File: src/rtl/dcr_pkg.sv
// Constants and types of the deserializer control register bank
package dcr_pkg;
  localparam int REG_COUNT = 4;
  localparam logic [7:0] OFS_CONFIG_ONE = 8'h00;
  localparam logic [7:0] OFS_BUS_ADDR = 8'h01;
  localparam logic [7:0] OFS_FEATURES_ONE = 8'h02;
  localparam logic [7:0] OFS_FEATURES_TWO = 8'h03;
  localparam logic [7:0] RST_CONFIG_ONE = 8'h00;
  localparam logic [7:0] RST_BUS_ADDR = 8'h70;
  localparam logic [7:0] RST_FEATURES_ONE = 8'h00;
  localparam logic [7:0] RST_FEATURES_TWO = 8'h00;
  // Config one fields
  localparam int BIT_LOW_FREQ = 7;
  localparam int BIT_MAP_SEL = 6;
  localparam int BIT_FILTER_HI = 3;
  localparam int BIT_FILTER_LO = 2;
  localparam int BIT_SLEEP = 1;
  localparam int BIT_CFG_SRC = 0;
  localparam logic [1:0] FILTER_ON = 2'h1;
  // Bus address fields
  localparam int BIT_ADDR_SRC = 7;
  // Features one fields
  localparam int BIT_OUT_EN = 7;
  localparam int BIT_OUT_SLEEP = 6;
  localparam int BIT_SWING = 3;
  localparam logic [2:0] OSC_RESERVED = 3'h1;
  // Features two fields
  localparam int BIT_EQUALIZER_GAIN_HI = 7;
  localparam int BIT_EQUALIZER_GAIN_LO = 5;
  localparam int BIT_EQ_EN = 4;
  localparam logic [2:0] SPREAD_OFF = 3'h0;
  localparam logic [2:0] SPREAD_FAST = 3'h5;
  // Modulation divisors of the spread clock generator
  localparam logic [11:0] DIV_HF_SLOW = 12'd2168;
  localparam logic [11:0] DIV_HF_FAST = 12'd1300;
  localparam logic [11:0] DIV_LF_SLOW = 12'd625;
  localparam logic [11:0] DIV_LF_FAST = 12'd385;
  localparam logic [3:0] BITS_PER_BYTE = 4'h8;
  localparam int SYNC_WIDTH = 7;
  typedef enum logic [2:0] {
    ST_IDLE, ST_ADDR, ST_PTR, ST_WRITE, ST_READ
  } dcr_state_e;
endpackage

File: src/rtl/dcr_sync_if.sv
// Filtered pin levels passed from the synchroniser to the bank
`timescale 1ns/1ps
`default_nettype none
interface dcr_sync_if #(parameter int WIDTH = 7);
  logic [WIDTH-1:0] level;
  modport det (output level);
  modport eng (input level);
endinterface
`default_nettype wire

File: src/rtl/dcr_bank.sv
// Serial-bus register bank of the deserializer
//
// Contract
// - Reg 0 bit 7 picks spread low-frequency mode; resets to 0.
// - Reg 0 bit 6 picks LSB or MSB on the fourth output pair.
// - Reg 0 bits 3:2: 00 filter off, 01 on, others reserved.
// - Reg 0 bit 1 sleeps the device; register contents kept.
// - Reg 0 bit 0: config from pins when 0, registers when 1.
// - Reg 1 bit 7: bus address from strap when 0, register when 1.
// - Reg 1 bits 6:0 bus address, valid 71,72,73,76; resets 1110000.
// - Reg 2 bit 7 output enable, bit 6 output sleep state; reset 0.
// - Reg 2 bit 3 picks output swing 250 mV or 400 mV.
// - Reg 2 bits 2:0 oscillator: off, reserved, 25 down to 6.3 MHz.
// - Normal mode spread codes: 001-100 CLK/2168, 101-111 CLK/1300.
// - Low-frequency spread codes: 001-100 CLK/625, 101-111 CLK/385.
// - Device acknowledges its bus address by pulling data low.
`timescale 1ns/1ps
`default_nettype none
module dcr_bank (
  input wire logic clk,
  input wire logic nrst,
  input wire logic scl,
  input wire logic sdaIn,
  output logic sdaOut,
  output logic sdaOe,
  input wire logic [6:0] busAddressStrap,
  input wire logic lowFreqModePin,
  input wire logic bitMapSelectPin,
  input wire logic outputEnablePin,
  input wire logic outputSleepStatePin,
  input wire logic outputSwingSelectPin,
  output logic lowFreqMode,
  output logic bitMapSelect,
  output logic filterEnable,
  output logic sleepMode,
  output logic outputEnable,
  output logic outputSleepState,
  output logic outputSwingSelect,
  output logic [2:0] oscillatorSelect,
  output logic equalizerEnable,
  output logic [2:0] equalizerGain,
  output logic [2:0] spreadProfileSelect,
  output logic [11:0] spreadModDivide
);
  ////////////////////////////////////////////////////////////////////////////
  dcr_sync_if #(.WIDTH(dcr_pkg::SYNC_WIDTH)) lines ();
  logic [dcr_pkg::SYNC_WIDTH-1:0] lineLvl;
  logic [dcr_pkg::SYNC_WIDTH-1:0] lineLvlD_ff;
  logic sclNow, sdaNow, sclRise, sclFall, startCond, stopCond;

  dcr_sync #(.WIDTH(dcr_pkg::SYNC_WIDTH)) u_sync (
    .clk(clk),
    .nrst(nrst),
    .pinIn({outputSwingSelectPin, outputSleepStatePin, outputEnablePin,
            bitMapSelectPin, lowFreqModePin, sdaIn, scl}),
    .resetLevel({dcr_pkg::SYNC_WIDTH{1'b1}}),
    .syncOut(lines.det)
  );

  assign lineLvl = lines.level;
  assign sclNow = lineLvl[0];
  assign sdaNow = lineLvl[1];

  always_ff @(posedge clk or negedge nrst) begin
    if (!nrst) begin
      lineLvlD_ff <= {dcr_pkg::SYNC_WIDTH{1'b1}};
    end else begin
      lineLvlD_ff <= lineLvl;
    end
  end

  assign sclRise = sclNow && !lineLvlD_ff[0];
  assign sclFall = !sclNow && lineLvlD_ff[0];
  assign startCond = sclNow && lineLvlD_ff[0] && !sdaNow && lineLvlD_ff[1];
  assign stopCond = sclNow && lineLvlD_ff[0] && sdaNow && !lineLvlD_ff[1];

  ////////////////////////////////////////////////////////////////////////////
  // Strap caught after reset release, never under the async reset
  logic [6:0] strapAddr_ff;
  logic strapTaken_ff;
  logic [7:0] regs_ff [dcr_pkg::REG_COUNT];
  logic [6:0] activeAddr;

  always_ff @(posedge clk or negedge nrst) begin
    if (!nrst) begin
      strapAddr_ff <= 7'h00;
      strapTaken_ff <= 1'b0;
    end else if (!strapTaken_ff) begin
      strapAddr_ff <= busAddressStrap;
      strapTaken_ff <= 1'b1;
    end
  end

  assign activeAddr = regs_ff[1][dcr_pkg::BIT_ADDR_SRC] ? regs_ff[1][6:0]
                                                         : strapAddr_ff;

  ////////////////////////////////////////////////////////////////////////////
  dcr_pkg::dcr_state_e state_ff;
  logic [3:0] bitCnt_ff;
  logic ackPhase_ff;
  logic isRead_ff;
  logic masterAck_ff;
  logic [7:0] shift_ff;
  logic [7:0] ptr_ff;
  logic wrEn;
  logic [7:0] rdData;
  logic byteEnd;

  assign byteEnd = sclFall && bitCnt_ff == dcr_pkg::BITS_PER_BYTE
                   && !ackPhase_ff;
  assign wrEn = byteEnd && state_ff == dcr_pkg::ST_WRITE
                && ptr_ff < 8'(dcr_pkg::REG_COUNT);
  assign rdData = (ptr_ff < 8'(dcr_pkg::REG_COUNT)) ? regs_ff[ptr_ff[1:0]]
                                                    : 8'h00;

  always_ff @(posedge clk or negedge nrst) begin
    if (!nrst) begin
      state_ff <= dcr_pkg::ST_IDLE;
      bitCnt_ff <= 4'h0;
      ackPhase_ff <= 1'b0;
      isRead_ff <= 1'b0;
      masterAck_ff <= 1'b0;
      shift_ff <= 8'h00;
      ptr_ff <= 8'h00;
      sdaOut <= 1'b0;
      sdaOe <= 1'b0;
    end else if (stopCond) begin
      state_ff <= dcr_pkg::ST_IDLE;
      sdaOe <= 1'b0;
    end else if (startCond) begin
      state_ff <= dcr_pkg::ST_ADDR;
      bitCnt_ff <= 4'h0;
      ackPhase_ff <= 1'b0;
      sdaOe <= 1'b0;
    end else if (state_ff != dcr_pkg::ST_IDLE) begin
      if (sclRise) begin
        if (bitCnt_ff < dcr_pkg::BITS_PER_BYTE) begin
          shift_ff <= {shift_ff[6:0], sdaNow};
          bitCnt_ff <= bitCnt_ff + 4'h1;
        end else if (ackPhase_ff) begin
          masterAck_ff <= !sdaNow;
        end
      end else if (byteEnd) begin
        ackPhase_ff <= 1'b1;
        sdaOut <= 1'b0;
        case (state_ff)
          dcr_pkg::ST_ADDR: begin
            if (shift_ff[7:1] == activeAddr) begin
              sdaOe <= 1'b1;
              isRead_ff <= shift_ff[0];
            end else begin
              state_ff <= dcr_pkg::ST_IDLE;
              sdaOe <= 1'b0;
            end
          end
          dcr_pkg::ST_PTR: begin
            ptr_ff <= shift_ff;
            sdaOe <= 1'b1;
          end
          dcr_pkg::ST_WRITE: begin
            ptr_ff <= ptr_ff + 8'h01;
            sdaOe <= 1'b1;
          end
          default: begin
            sdaOe <= 1'b0;
          end
        endcase
      end else if (sclFall && ackPhase_ff) begin
        ackPhase_ff <= 1'b0;
        bitCnt_ff <= 4'h0;
        sdaOe <= 1'b0;
        case (state_ff)
          dcr_pkg::ST_ADDR: begin
            if (isRead_ff) begin
              state_ff <= dcr_pkg::ST_READ;
              shift_ff <= rdData;
              ptr_ff <= ptr_ff + 8'h01;
              sdaOe <= !rdData[7];
            end else begin
              state_ff <= dcr_pkg::ST_PTR;
            end
          end
          dcr_pkg::ST_PTR: begin
            state_ff <= dcr_pkg::ST_WRITE;
          end
          dcr_pkg::ST_READ: begin
            if (masterAck_ff) begin
              shift_ff <= rdData;
              ptr_ff <= ptr_ff + 8'h01;
              sdaOe <= !rdData[7];
            end else begin
              state_ff <= dcr_pkg::ST_IDLE;
            end
          end
          default: begin
            state_ff <= state_ff;
          end
        endcase
      end else if (sclFall && state_ff == dcr_pkg::ST_READ
                   && bitCnt_ff < dcr_pkg::BITS_PER_BYTE) begin
        // Open drain: only zeros are driven
        sdaOe <= !shift_ff[7];
      end
    end
  end

  ////////////////////////////////////////////////////////////////////////////
  // Whole byte stored, reserved bits included, so they read back
  always_ff @(posedge clk or negedge nrst) begin
    if (!nrst) begin
      regs_ff[0] <= dcr_pkg::RST_CONFIG_ONE;
      regs_ff[1] <= dcr_pkg::RST_BUS_ADDR;
      regs_ff[2] <= dcr_pkg::RST_FEATURES_ONE;
      regs_ff[3] <= dcr_pkg::RST_FEATURES_TWO;
    end else if (wrEn) begin
      regs_ff[ptr_ff[1:0]] <= shift_ff;
    end
  end

  ////////////////////////////////////////////////////////////////////////////
  logic cfgFromRegs;
  logic lowFreqSel;
  logic [2:0] spreadCode;
  logic [11:0] nxt_spreadModDivide;

  assign cfgFromRegs = regs_ff[0][dcr_pkg::BIT_CFG_SRC];
  assign lowFreqSel = cfgFromRegs ? regs_ff[0][dcr_pkg::BIT_LOW_FREQ]
                                  : lineLvl[2];
  assign spreadCode = regs_ff[3][2:0];

  always_comb begin
    if (spreadCode == dcr_pkg::SPREAD_OFF) begin
      nxt_spreadModDivide = 12'h000;
    end else if (lowFreqSel) begin
      nxt_spreadModDivide = (spreadCode >= dcr_pkg::SPREAD_FAST)
                          ? dcr_pkg::DIV_LF_FAST : dcr_pkg::DIV_LF_SLOW;
    end else begin
      nxt_spreadModDivide = (spreadCode >= dcr_pkg::SPREAD_FAST)
                          ? dcr_pkg::DIV_HF_FAST : dcr_pkg::DIV_HF_SLOW;
    end
  end

  always_ff @(posedge clk or negedge nrst) begin
    if (!nrst) begin
      lowFreqMode <= 1'b0;
      bitMapSelect <= 1'b0;
      outputEnable <= 1'b0;
      outputSleepState <= 1'b0;
      outputSwingSelect <= 1'b0;
    end else if (cfgFromRegs) begin
      lowFreqMode <= regs_ff[0][dcr_pkg::BIT_LOW_FREQ];
      bitMapSelect <= regs_ff[0][dcr_pkg::BIT_MAP_SEL];
      outputEnable <= regs_ff[2][dcr_pkg::BIT_OUT_EN];
      outputSleepState <= regs_ff[2][dcr_pkg::BIT_OUT_SLEEP];
      outputSwingSelect <= regs_ff[2][dcr_pkg::BIT_SWING];
    end else begin
      lowFreqMode <= lineLvl[2];
      bitMapSelect <= lineLvl[3];
      outputEnable <= lineLvl[4];
      outputSleepState <= lineLvl[5];
      outputSwingSelect <= lineLvl[6];
    end
  end

  always_ff @(posedge clk or negedge nrst) begin
    if (!nrst) begin
      filterEnable <= 1'b0;
      sleepMode <= 1'b0;
      oscillatorSelect <= 3'h0;
      equalizerEnable <= 1'b0;
      equalizerGain <= 3'h0;
      spreadProfileSelect <= 3'h0;
      spreadModDivide <= 12'h000;
    end else begin
      filterEnable <= regs_ff[0][dcr_pkg::BIT_FILTER_HI:dcr_pkg::BIT_FILTER_LO]
                      == dcr_pkg::FILTER_ON;
      sleepMode <= regs_ff[0][dcr_pkg::BIT_SLEEP];
      // Reserved oscillator code treated as off
      oscillatorSelect <= (regs_ff[2][2:0] == dcr_pkg::OSC_RESERVED)
                          ? 3'h0 : regs_ff[2][2:0];
      equalizerEnable <= regs_ff[3][dcr_pkg::BIT_EQ_EN];
      equalizerGain <= regs_ff[3][dcr_pkg::BIT_EQUALIZER_GAIN_HI:
                                  dcr_pkg::BIT_EQUALIZER_GAIN_LO];
      spreadProfileSelect <= spreadCode;
      spreadModDivide <= nxt_spreadModDivide;
    end
  end
endmodule // dcr_bank
`default_nettype wire

File: src/rtl/dcr_sync.sv
// Three-stage pin synchroniser with agreement filter
`timescale 1ns/1ps
`default_nettype none
module dcr_sync #(
  parameter int WIDTH = 7
) (
  input wire logic clk,
  input wire logic nrst,
  input wire logic [WIDTH-1:0] pinIn,
  input wire logic [WIDTH-1:0] resetLevel,
  dcr_sync_if.det syncOut
);
  logic [WIDTH-1:0] stage1_ff;
  logic [WIDTH-1:0] stage2_ff;
  logic [WIDTH-1:0] stage3_ff;
  logic [WIDTH-1:0] level_ff;

  genvar i;
  generate
    for (i = 0; i < WIDTH; i++) begin : g_bit
      always_ff @(posedge clk or negedge nrst) begin
        if (!nrst) begin
          stage1_ff[i] <= 1'b1;
          stage2_ff[i] <= 1'b1;
          stage3_ff[i] <= 1'b1;
          level_ff[i] <= 1'b1;
        end else begin
          stage1_ff[i] <= pinIn[i];
          stage2_ff[i] <= stage1_ff[i];
          stage3_ff[i] <= stage2_ff[i];
          // Change taken only once the last two stages agree
          if (stage2_ff[i] == stage3_ff[i]) begin
            level_ff[i] <= stage3_ff[i];
          end
        end
      end
    end
  endgenerate

  // Reset level unused at flop level; constants only under reset
  assign syncOut.level = level_ff;
endmodule // dcr_sync
`default_nettype wire

File: config.mk
export PLATFORM = sky130hd
export DESIGN_NAME = dcr_bank
export DESIGN_NICKNAME = d
export VERILOG_FILES = /design/src/rtl/dcr_pkg.sv /design/src/rtl/dcr_sync_if.sv /design/src/rtl/dcr_bank.sv /design/src/rtl/dcr_sync.sv
export SDC_FILE = /design/constraint.sdc
export NUM_CORES = 1
export LEC_CHECK = 0
export BUFFER_PORTS_ARGS = -buffer_cell sky130_fd_sc_hd__clkbuf_2
export CORE_MARGIN = 10
export CORE_UTILIZATION = 30
export CTS_CLUSTER_DIAMETER = 100
export DETAILED_ROUTE_END_ITERATION = 6
export PLACE_DENSITY = 0.5
export SLEW_MARGIN = 30
export SYNTH_ARGS = -nofsm -noshare
export SYNTH_HDL_FRONTEND = slang
export SYNTH_SLANG_ARGS = --single-unit
File: constraint.sdc
create_clock -name clk -period 1.78 [get_ports clk]
set_input_delay 0.267 -clock clk [delete_from_list [all_inputs] [get_ports clk]]
set_output_delay 0.267 -clock clk [all_outputs]
set_load 0.02 [all_outputs]
---- Word-level counts from Yosys, hierarchy flattened ----
Cells that the tools add are included.
operators by class
  equality and inequality tests ........... 29
  muxes and demuxes ....................... 65
  bitwise logic cells ..................... 5
  $lt $le $gt $ge ......................... 5
  $add $sub $neg .......................... 2
  reductions and logical operators ........ 44
operator list
  cell                 number
  $mux 8               14
  $pmux 8 s2           3
  $mux 12              3
  $mux 3               11
  $bwmux 32            1
  $mux 4               6
  $mux 1               20
  $reduce_and 9->1     2
  $reduce_bool 3->1    6
  $bmux 8 s2           1
  $demux 8 s2          1
  $logic_and 1x1->1    15
  $ne 3x3->1 const B   5
  $reduce_and 7->1     2
  $mux 10              1
  $reduce_bool 5->1    2
  $ne 3x1->1 const B   3
  $pmux 3 s3           1
  $add 8x1->8 const B  1
  $lt 8x3->1 const B   1
  $eq 1x1->1           7
  $eq 7x7->1           1
  $logic_not 1->1      7
  $mux 7               1
  25 further kinds     35
word-level totals
  register bits ........................... 126
  output and inout bits ................... 31

---- Depth between registers and ports, before layout ----
Gate-level depths: netlist (run 1).
  depth after elaboration ................. 14
  mapped depth ............................ 8

---- Modules after synthesis ----
A second synthesis (run 1) with hierarchy kept.
second synthesis, totals
  cells, all modules ...................... 407
  area, all modules ....................... 5272.6 um^2
by module, submodules not included
  module    times used  cells each  seq. area each (um^2)  area an instance (um^2)
  dcr_bank  1           372         2358.5                 4458.0
  dcr_sync  1           35          735.7                  814.5

---- Worst setup path before layout (run 1) ----
No wires, ideal clock.
  path kind ............................... reg-to-reg
  start point ............................. register bitCnt_ff[0]
  end point ............................... register regs_ff[16] (netlist name)
  arrival ................................. 1719 ps
  clock period less this slack ............ 1846 ps
  library setup time ...................... 128 ps
  path buffers ............................ 0
  cell stages (with the launch flop) ...... 8
  setup slack ............................. -66 ps
  required time ........................... 1652 ps
  cells stage by stage .................... dfrtp_1 inv_1 ha_1 and4bb_2 nand2_1 nor3_4 nand2_2 mux2_1
between the ends
  longest elaborated chain between the ends .. 5
RTL lines
  item                            RTL line         source
  start: declaration              dcr_bank.sv:99   logic [3:0] bitCnt_ff;
  start signal: assignment        dcr_bank.sv:139  bitCnt_ff <= bitCnt_ff + 4'h1;
  $eq 4x4->1                      dcr_bank.sv:109  assign byteEnd = sclFall && bitCnt_ff == dcr_pkg::BITS_PER_BYTE
  $logic_and 1x1->1               dcr_bank.sv:109
  $logic_and 1x1->1               dcr_bank.sv:110  && !ackPhase_ff;
  $logic_and 1x1->1               dcr_bank.sv:111  assign wrEn = byteEnd && state_ff == dcr_pkg::ST_WRITE
  $logic_and 1x1->1               dcr_bank.sv:112  && ptr_ff < 8'(dcr_pkg::REG_COUNT);
  end signal: indexed assignment  dcr_bank.sv:216  regs_ff[ptr_ff[1:0]] <= shift_ff;
  end: declaration                dcr_bank.sv:81   logic [7:0] regs_ff [dcr_pkg::REG_COUNT];
Every way passes these cells.
A chain may end at the register's enable or synchronous reset.

---- Worst setup path in the final report (run 1) ----
  start point ............................. register state_ff[2]
  end point ............................... register state_ff[0]
between the ends
  longest elaborated chain between the ends .. 8
  elaborated cells on any way between the ends .. 16
RTL lines
  item                                      RTL line         source
  start: declaration                        dcr_bank.sv:98   dcr_pkg::dcr_state_e state_ff;
  start signal: assignment                  dcr_bank.sv:118  state_ff <= dcr_pkg::ST_IDLE;
  start signal: assignment                  dcr_bank.sv:128  state_ff <= dcr_pkg::ST_IDLE;
  start signal: assignment                  dcr_bank.sv:131  state_ff <= dcr_pkg::ST_ADDR;
  $eq 3x3->1, or another cell as far along  dcr_bank.sv:172  case (state_ff)
  $pmux 3 s3                                dcr_bank.sv:172
  $mux 3                                    dcr_bank.sv:168  end else if (sclFall && ackPhase_ff) begin
  $mux 3                                    dcr_bank.sv:143  end else if (byteEnd) begin
  $mux 3                                    dcr_bank.sv:136  if (sclRise) begin
  $mux 3                                    dcr_bank.sv:135  end else if (state_ff != dcr_pkg::ST_IDLE) begin
  $mux 3                                    dcr_bank.sv:130  end else if (startCond) begin
  $mux 3                                    dcr_bank.sv:127  end else if (stopCond) begin
Several ways; a longest one is shown, not always the timed one. The select of a mux whose other input is x is not followed.

==> results of run 1 <==
flip-flops by register name, indices dropped and copies added (netlist names), 2 cells and up:
register	flops
regs_ff	31
ptr_ff	8
shift_ff	8
spreadModDivide	8
strapAddr_ff	7
u_sync.stage1_ff	7
u_sync.stage2_ff	7
u_sync.stage3_ff	7
u_sync.syncOut.level	7
bitCnt_ff	4
equalizerGain	3
oscillatorSelect	3
spreadProfileSelect	3
state_ff	3
lineLvlD_ff	2
cell families (layout without fill, tap and decap cells):
logic type,Yosys count,after routing,synth area share
other,2,3,0.00142
multiplexers,64,64,0.151
buffers and inverters,40,169,0.0360
XOR/XNOR,8,8,0.0133
AND/OR/NAND/NOR,96,96,0.0981
adder cells (fa/ha/maj),13,13,0.0275
AO/OA/AOI/OAI,68,68,0.0867
flip-flops,122,122,0.586
worst max-delay path: cells and delay by family (launching register included):
family                 cells  cell delay, ns
AND/OR/NAND/NOR            3            0.60
buffers and inverters      2            0.30
AO/OA/AOI/OAI              2            0.48
flip-flops                 1            0.41
what timing repair did:
action,in CTS,in global routing
setup buffers,9,2
hold endpoints to repair,21,0
endpoints found under the setup margin,53,56
gates cloned,1,0
pin swaps,9,10
hold buffers,8,0
resized for setup,30,76
per-layer routing:
metal | global-route usage | share of wire
met2 | 0.174 | 0.48
met3 | 0.0322 | 0.035
met1 | 0.147 | 0.47
met5 | 0 | 0
met4 | 0.0509 | 0.017
cells in the final DEF, fill, tap and decap left out, types with 4 or more instances in the layout:
master and n:
dfstp_2 33, clkbuf_2 43, o21ai_0 9, nor3_4 4
mux2_2 43, nor3_1 7, a22oi_1 9, inv_6 5
inv_8 4, and3_1 4, o21ai_1 6, nor2_4 9
dfrtp_2 4, xnor2_1 7, mux2i_1 8, dfrtp_1 85
buf_6 12, dlygate4sd3_1 8, nand3_1 9, a21oi_1 6
inv_1 11, ha_1 5, maj3_1 7, nand2_4 4
a21oi_2 8, clkbuf_16 17, buf_4 59, buf_12 4
mux4_2 8, nor2_1 16, nand2_1 10
power groups by stage:
stage                     Sequential, mW  Clock [mW]  Combinational, mW
after floorplan                     3.13           0              0.535
after global placement              3.17           0              0.987
after detailed placement            3.17           0              0.997
after CTS                           3.13        3.53               1.08
after global routing                3.16        3.66               1.35
final                               3.14        3.46               1.25
layout make-up:
| class | instances | area (sq um) | area share |
|---|---|---|---|
| Sequential cell | 122 | 3100 | 0.421 |
| Multi-Input combinational cell | 252 | 2390 | 0.324 |
| Timing Repair Buffer | 126 | 953 | 0.129 |
| Clock buffer | 17 | 425 | 0.0578 |
| Tap cell | 225 | 282 | 0.0382 |
| Clock inverter | 15 | 174 | 0.0236 |
| Inverter | 11 | 41.3 | 0.00561 |
path summary, 6_finish.rpt:
kind / from / slack (ns) / end / depth (start not counted)
max in group asynchronous: nrst / 0.74 / u_sync.stage2_ff[4]$_DFF_PN1_ / 3
worst min-delay path: busAddressStrap[5] / 0.08 / strapAddr_ff[5]$_DFFE_PN0N_ / 2
worst max-delay path: state_ff[2]$_DFFE_PN0P_ / -0.1 / state_ff[0]$_DFFE_PN0P_ / 7
worst max register to register: state_ff[2]$_DFFE_PN0P_ / -0.1 / state_ff[0]$_DFFE_PN0P_ / 7
min in group asynchronous: nrst / 0.36 / regs_ff[30]$_DFFE_PN0P_ / 2
worst min register to register: u_sync.stage1_ff[4]$_DFF_PN1_ / 0.35 / u_sync.stage2_ff[4]$_DFF_PN1_ / 0
==> summary.txt, run 1 <==
Outcome
  – Failing checks: negative setup slack
  – Status: finished, violations left

Timing
  – TNS Setup: -1.81 ns
  – Worst setup margin: -0.0993 ns
  – Clk_skew: 0.00769 ns
  – RSZ-0062 raised after global routing: yes
  – Final setup fails: 35
  – Min Hold Slack: 0.0787 ns
  – Slew headroom: 0.638
  – Period utilisation layout: 1.06
  – Final hold viol count: 0
  – Tmin final: 1.88 ns
  – Worst slew pin tran: 0.538 ns
  – Fmax: 532 MHz
  – Final Max Slew Viols: 0

Global routing
  – Grt total ovfl: 0
  – Largest net degree at the start of global routing: 41
  – GR Util All Layers: 0.114
  – Initial antenna violation count: 0
  – First-pass GRT wire length: 21,300 microns
  – Vias in the first global route: 3,898

Power and ir drop
  – Flop pwr share: 0.400
  – Clock share of power: 0.441
  – PwrDens: 1070 nW/um^2
  – VDD IR max: 715 uV
  – Int Pwr: 5.56 mW
  – Combinational Power Share: 0.159
  – Leak pwr: 3.29 nW
  – Tot Pwr: 7.84 mW
  – Switching share of power: 0.291
  – Psw: 2.29 mW

Place
  – Placed Area: 6150 sq um
  – Gpl congestion: 0.856
  – Cells after DPL: 719
  – Post-Place Worst Slack: -0.217 ns
  – # port buffers: 44
  – DP Wirelength: 8940 microns

Cells and area
  – Fin util: 0.426
  – Share of post-route cells with drive strength above 1: 0.556
  – Layout area overhead: 39.5%
  – Fillers: 1,646
  – Design area: 7360 sq um
  – Final layout net count: 552
  – ANT cells: 0
  – Non-Filler Instances: 768

Detailed routing
  – Vias: 3,694
  – Vias per cell: 4.81
  – Initial DRC count: 204
  – Drt pass-1 iters: 6
  – Remaining DRCs: 0
  – Total routed wirelength: 13,200 microns
  – Post-DRT Antenna Nets: 0
  – Wire per inst: 17.2 microns

Clock network
  – TritonCTS buffer count: 17
  – H-tree Lvls: 4
  – CTS root buffer: clkbuf_16
  – Worst skew pair latency: 0.42 ns
  – Clock Path Buffers: 2
  – Clock-pin slew on the worst setup and hold paths: 0.06 ns
  – TritonCTS clock tree: yes
  – CTS sink count: 122

Critical path
  – CP peak stage delay: 0.46 ns
  – Slowest stage cell, crit path: or3b_2
  – Required time of the worst setup path: 2.10 ns
  – CP Capture Type: register
  – Crit path cell chain: buf_6 -> buf_4 -> nor2b_4 -> a211oi_4 -> nor3_4 -> or3b_2 -> a32oi_2
  – Critical path launch point type: register
  – WS Path Type: reg -> reg
  – Max FO, Critical Path: 6
  – CP Data Arrival Time: 2.20 ns

Yosys
  – Async S/R FF share, synth: 1.00
  – Count leader, synth: dfrtp_1
  – Post-synthesis instance total: 413
  – Sequential share of the synthesized area: 0.586
  – Top_reg_cell synth: dfrtp_1
  – Synthesized area: 5280 sq um
  – Post-synthesis cell type count: 58
  – Area contributors post-synth: dfrtp_1 (42%), dfstp_2 (16%), mux2_2 (9.4%)
  – Commonest cells post-synth: dfrtp_1 (89), mux2_2 (44), dfstp_2 (33), nor2_1 (26), a21oi_1 (16)
  – Syn_area_per_cell: 12.8 sq um
  – Synth top area share: 0.422
  – Yosys warns: 0
  – Post-synth top area cell: dfrtp_1
  – Seq cells post-synth: 122
  – Post-synth EDFFs: 0

Floorplan
  – Row cnt: 48
  – I/O Pins: 47
  – Core Footprint: 17,300 sq um
  – Chip Height: 153 microns
  – Starting Density: 0.305
  – Die area: 23,300 sq um
  – Die W: 153 microns

Worst hold path
  – Hold Path Class: in -> reg

Job
  – MaxCap Viol Count: 0
Power figures use the tool's default switching activity.
==> run 2: changes to the inputs <==
Settings changed: REMOVE_ABC_BUFFERS set to 1.
==> summary.txt, run 2 (same netlist as run 1, synthesis figures left out) <==
Floorplan
  – Chip Height: 153 microns
  – I/O Pins: 47
  – Row cnt: 48
  – Die W: 153 microns
  – Die area: 23,300 sq um
  – Core Footprint: 17,300 sq um
  – Starting Density: 0.305

Timing
  – Final hold viol count: 0
  – Final setup fails: 45
  – Period utilisation layout: 1.07
  – Worst slew pin tran: 0.569 ns
  – Fmax: 525 MHz
  – Slew headroom: 0.618
  – RSZ-0062 raised after global routing: yes
  – Final Max Slew Viols: 0
  – Worst setup margin: -0.124 ns
  – Tmin final: 1.90 ns
  – TNS Setup: -3.03 ns
  – Clk_skew: 0.00892 ns

Global routing
  – Grt total ovfl: 0
  – Initial antenna violation count: 0
  – Met3 Track Usage GR: 0.0353
  – Largest net degree at the start of global routing: 44
  – GR Util All Layers: 0.113
  – First-pass GRT wire length: 21,000 microns
  – Most Used Layer, Global Route: met2
  – Vias in the first global route: 3,864
  – Met1 usage in global routing: 0.139
  – Grt met2 use: 0.181

Power and ir drop
  – Int Pwr: 5.48 mW
  – Psw: 2.11 mW
  – VDD IR max: 703 uV
  – Leak pwr: 3.24 nW
  – Combinational Power Share: 0.138
  – Tot Pwr: 7.59 mW
  – PwrDens: 1070 nW/um^2
  – Switching share of power: 0.278
  – Flop pwr share: 0.412
  – Clock share of power: 0.450

Place
  – Gpl congestion: 0.829
  – DP Wirelength: 8940 microns
  – Placed Area: 6130 sq um
  – # port buffers: 44

Clock network
  – H-tree Lvls: 4
  – Worst skew pair latency: 0.42 ns
  – CTS root buffer: clkbuf_16
  – Clock Path Buffers: 2
  – TritonCTS buffer count: 17
  – CTS sink count: 122
  – Clock-pin slew on the worst setup and hold paths: 0.06 ns
  – TritonCTS clock tree: yes

Critical path
  – Slowest stage cell, crit path: dfrtp_1
  – CP Capture Type: register
  – Crit path cell chain: inv_1 -> ha_1 -> and4bb_2 -> nand2_4 -> nor3_4 -> buf_6 -> nand2_8 -> mux2_4
  – WS Path Type: reg -> reg
  – Max FO, Critical Path: 8
  – Required time of the worst setup path: 2.08 ns
  – R2r worst-path depth: 8
  – CP peak stage delay: 0.38 ns
  – Critical path launch point type: register
  – CP Data Arrival Time: 2.21 ns

Worst hold path
  – Hold path depth: 2
  – Hold Path Class: in -> reg

Cells and area
  – Most common cell after layout, fill and taps aside: dfrtp_1
  – Max FFs per register: 31
  – Most frequent cells in the layout: dfrtp_1 (88), buf_4 (65), mux2_2 (43), clkbuf_2 (43), dfstp_2 (33)
  – ANT cells: 0
  – Design area: 7080 sq um
  – Fin util: 0.410
  – Share of post-route cells with drive strength above 1: 0.494
  – Largest Register: regs_ff
  – Final layout net count: 551
  – Layout area overhead: 34.1%

Detailed routing
  – Remaining DRCs: 0
  – Wire per inst: 16.5 microns
  – Total routed wirelength: 12,700 microns
  – Post-DRT Antenna Nets: 0
  – Vias: 3,588
  – Initial DRC count: 219
  – Drt pass-1 iters: 5
  – Vias per cell: 4.68

Outcome
  – Failing checks: negative setup slack
  – Status: finished, violations left

Job
  – MaxCap Viol Count: 0
-- run 2: cell count changes in the layout (fill, tap and decap cells not counted), sizes merged --
| cell | previous run | this run |
|---|---|---|
| buf | 75 | 74 |
| clkinv | 2 | 5 |
| inv | 20 | 18 |
| clkinvlp | 3 | 1 |
| clkbuf | 60 | 61 |
-- run 2: worst max-delay path, delay by kind of cell (launching register included) --
| kind | cells | cell delay [ns] |
|---|---|---|
| AND/OR/NAND/NOR | 4 | 0.71 |
| flip-flops | 1 | 0.38 |
| multiplexers | 1 | 0.33 |
| buffers and inverters | 2 | 0.22 |
| adder cells (fa/ha/maj) | 1 | 0.15 |
-- run 2: layout make-up --
cell class              instances  area, sq um
repair buffers                125          911
clock buffers                  18          439
multi-input cells             252         2160
well taps                     225          282
clock inverters                14          155
fillers                      1618        10200
flip-flops and latches        122         3100
inverters                      11         41.3
-- run 2: per-stage QoR --
step	hold WS [ns]	std cells	setup slack, ns
2_1_floorplan	-0.0286	385	-0.373
3_3_place_gp	0.254	715	-0.167
3_5_place_dp	0.262	715	-0.183
4_1_cts	0.0595	761	-0.0976
5_1_grt	0.0685	767	-0.194
6_report	0.0791	767	-0.124
-- run 2: timing repair --
item | in CTS | in global routing
resized for setup | 24 | 15
buffers inserted | 6 | 6
pin swaps | 6 | 7
hold buffers | 8 | 0
setup endpoints to repair | 52 | 55
hold endpoints to repair | 22 | 0
-- run 2: final timing paths --
kind | to | from | slack (ns)
min reg2reg | u_sync.stage2_ff[0]$_DFF_PN1_ | u_sync.stage1_ff[0]$_DFF_PN1_ | 0.35
min | strapAddr_ff[0]$_DFFE_PN0N_ | busAddressStrap[0] | 0.08
max in group asynchronous | regs_ff[21]$_DFFE_PN1P_ | nrst | 0.78
max | regs_ff[5]$_DFFE_PN0P_ | bitCnt_ff[0]$_DFFE_PN0P_ | -0.12
max reg2reg | regs_ff[5]$_DFFE_PN0P_ | bitCnt_ff[0]$_DFFE_PN0P_ | -0.12
min in group asynchronous | regs_ff[12]$_DFFE_PN0P_ | nrst | 0.35
-- run 2: power by group through the flow --
stage | combinational (mW) | sequential [mW] | clock, mW
floorplan | 0.371 | 3.24 | 0
global placement | 0.962 | 3.17 | 0
detailed placement | 0.971 | 3.18 | 0
CTS | 1.02 | 3.13 | 3.50
global route | 1.15 | 3.16 | 3.64
finish | 1.04 | 3.13 | 3.42
-- run 2: metal layers --
metal	routed length, microns	vias up
met5	0	-
met4	166	0
met3	529	16
met2	6380	58
met1	5610	1807
li1	-	1707
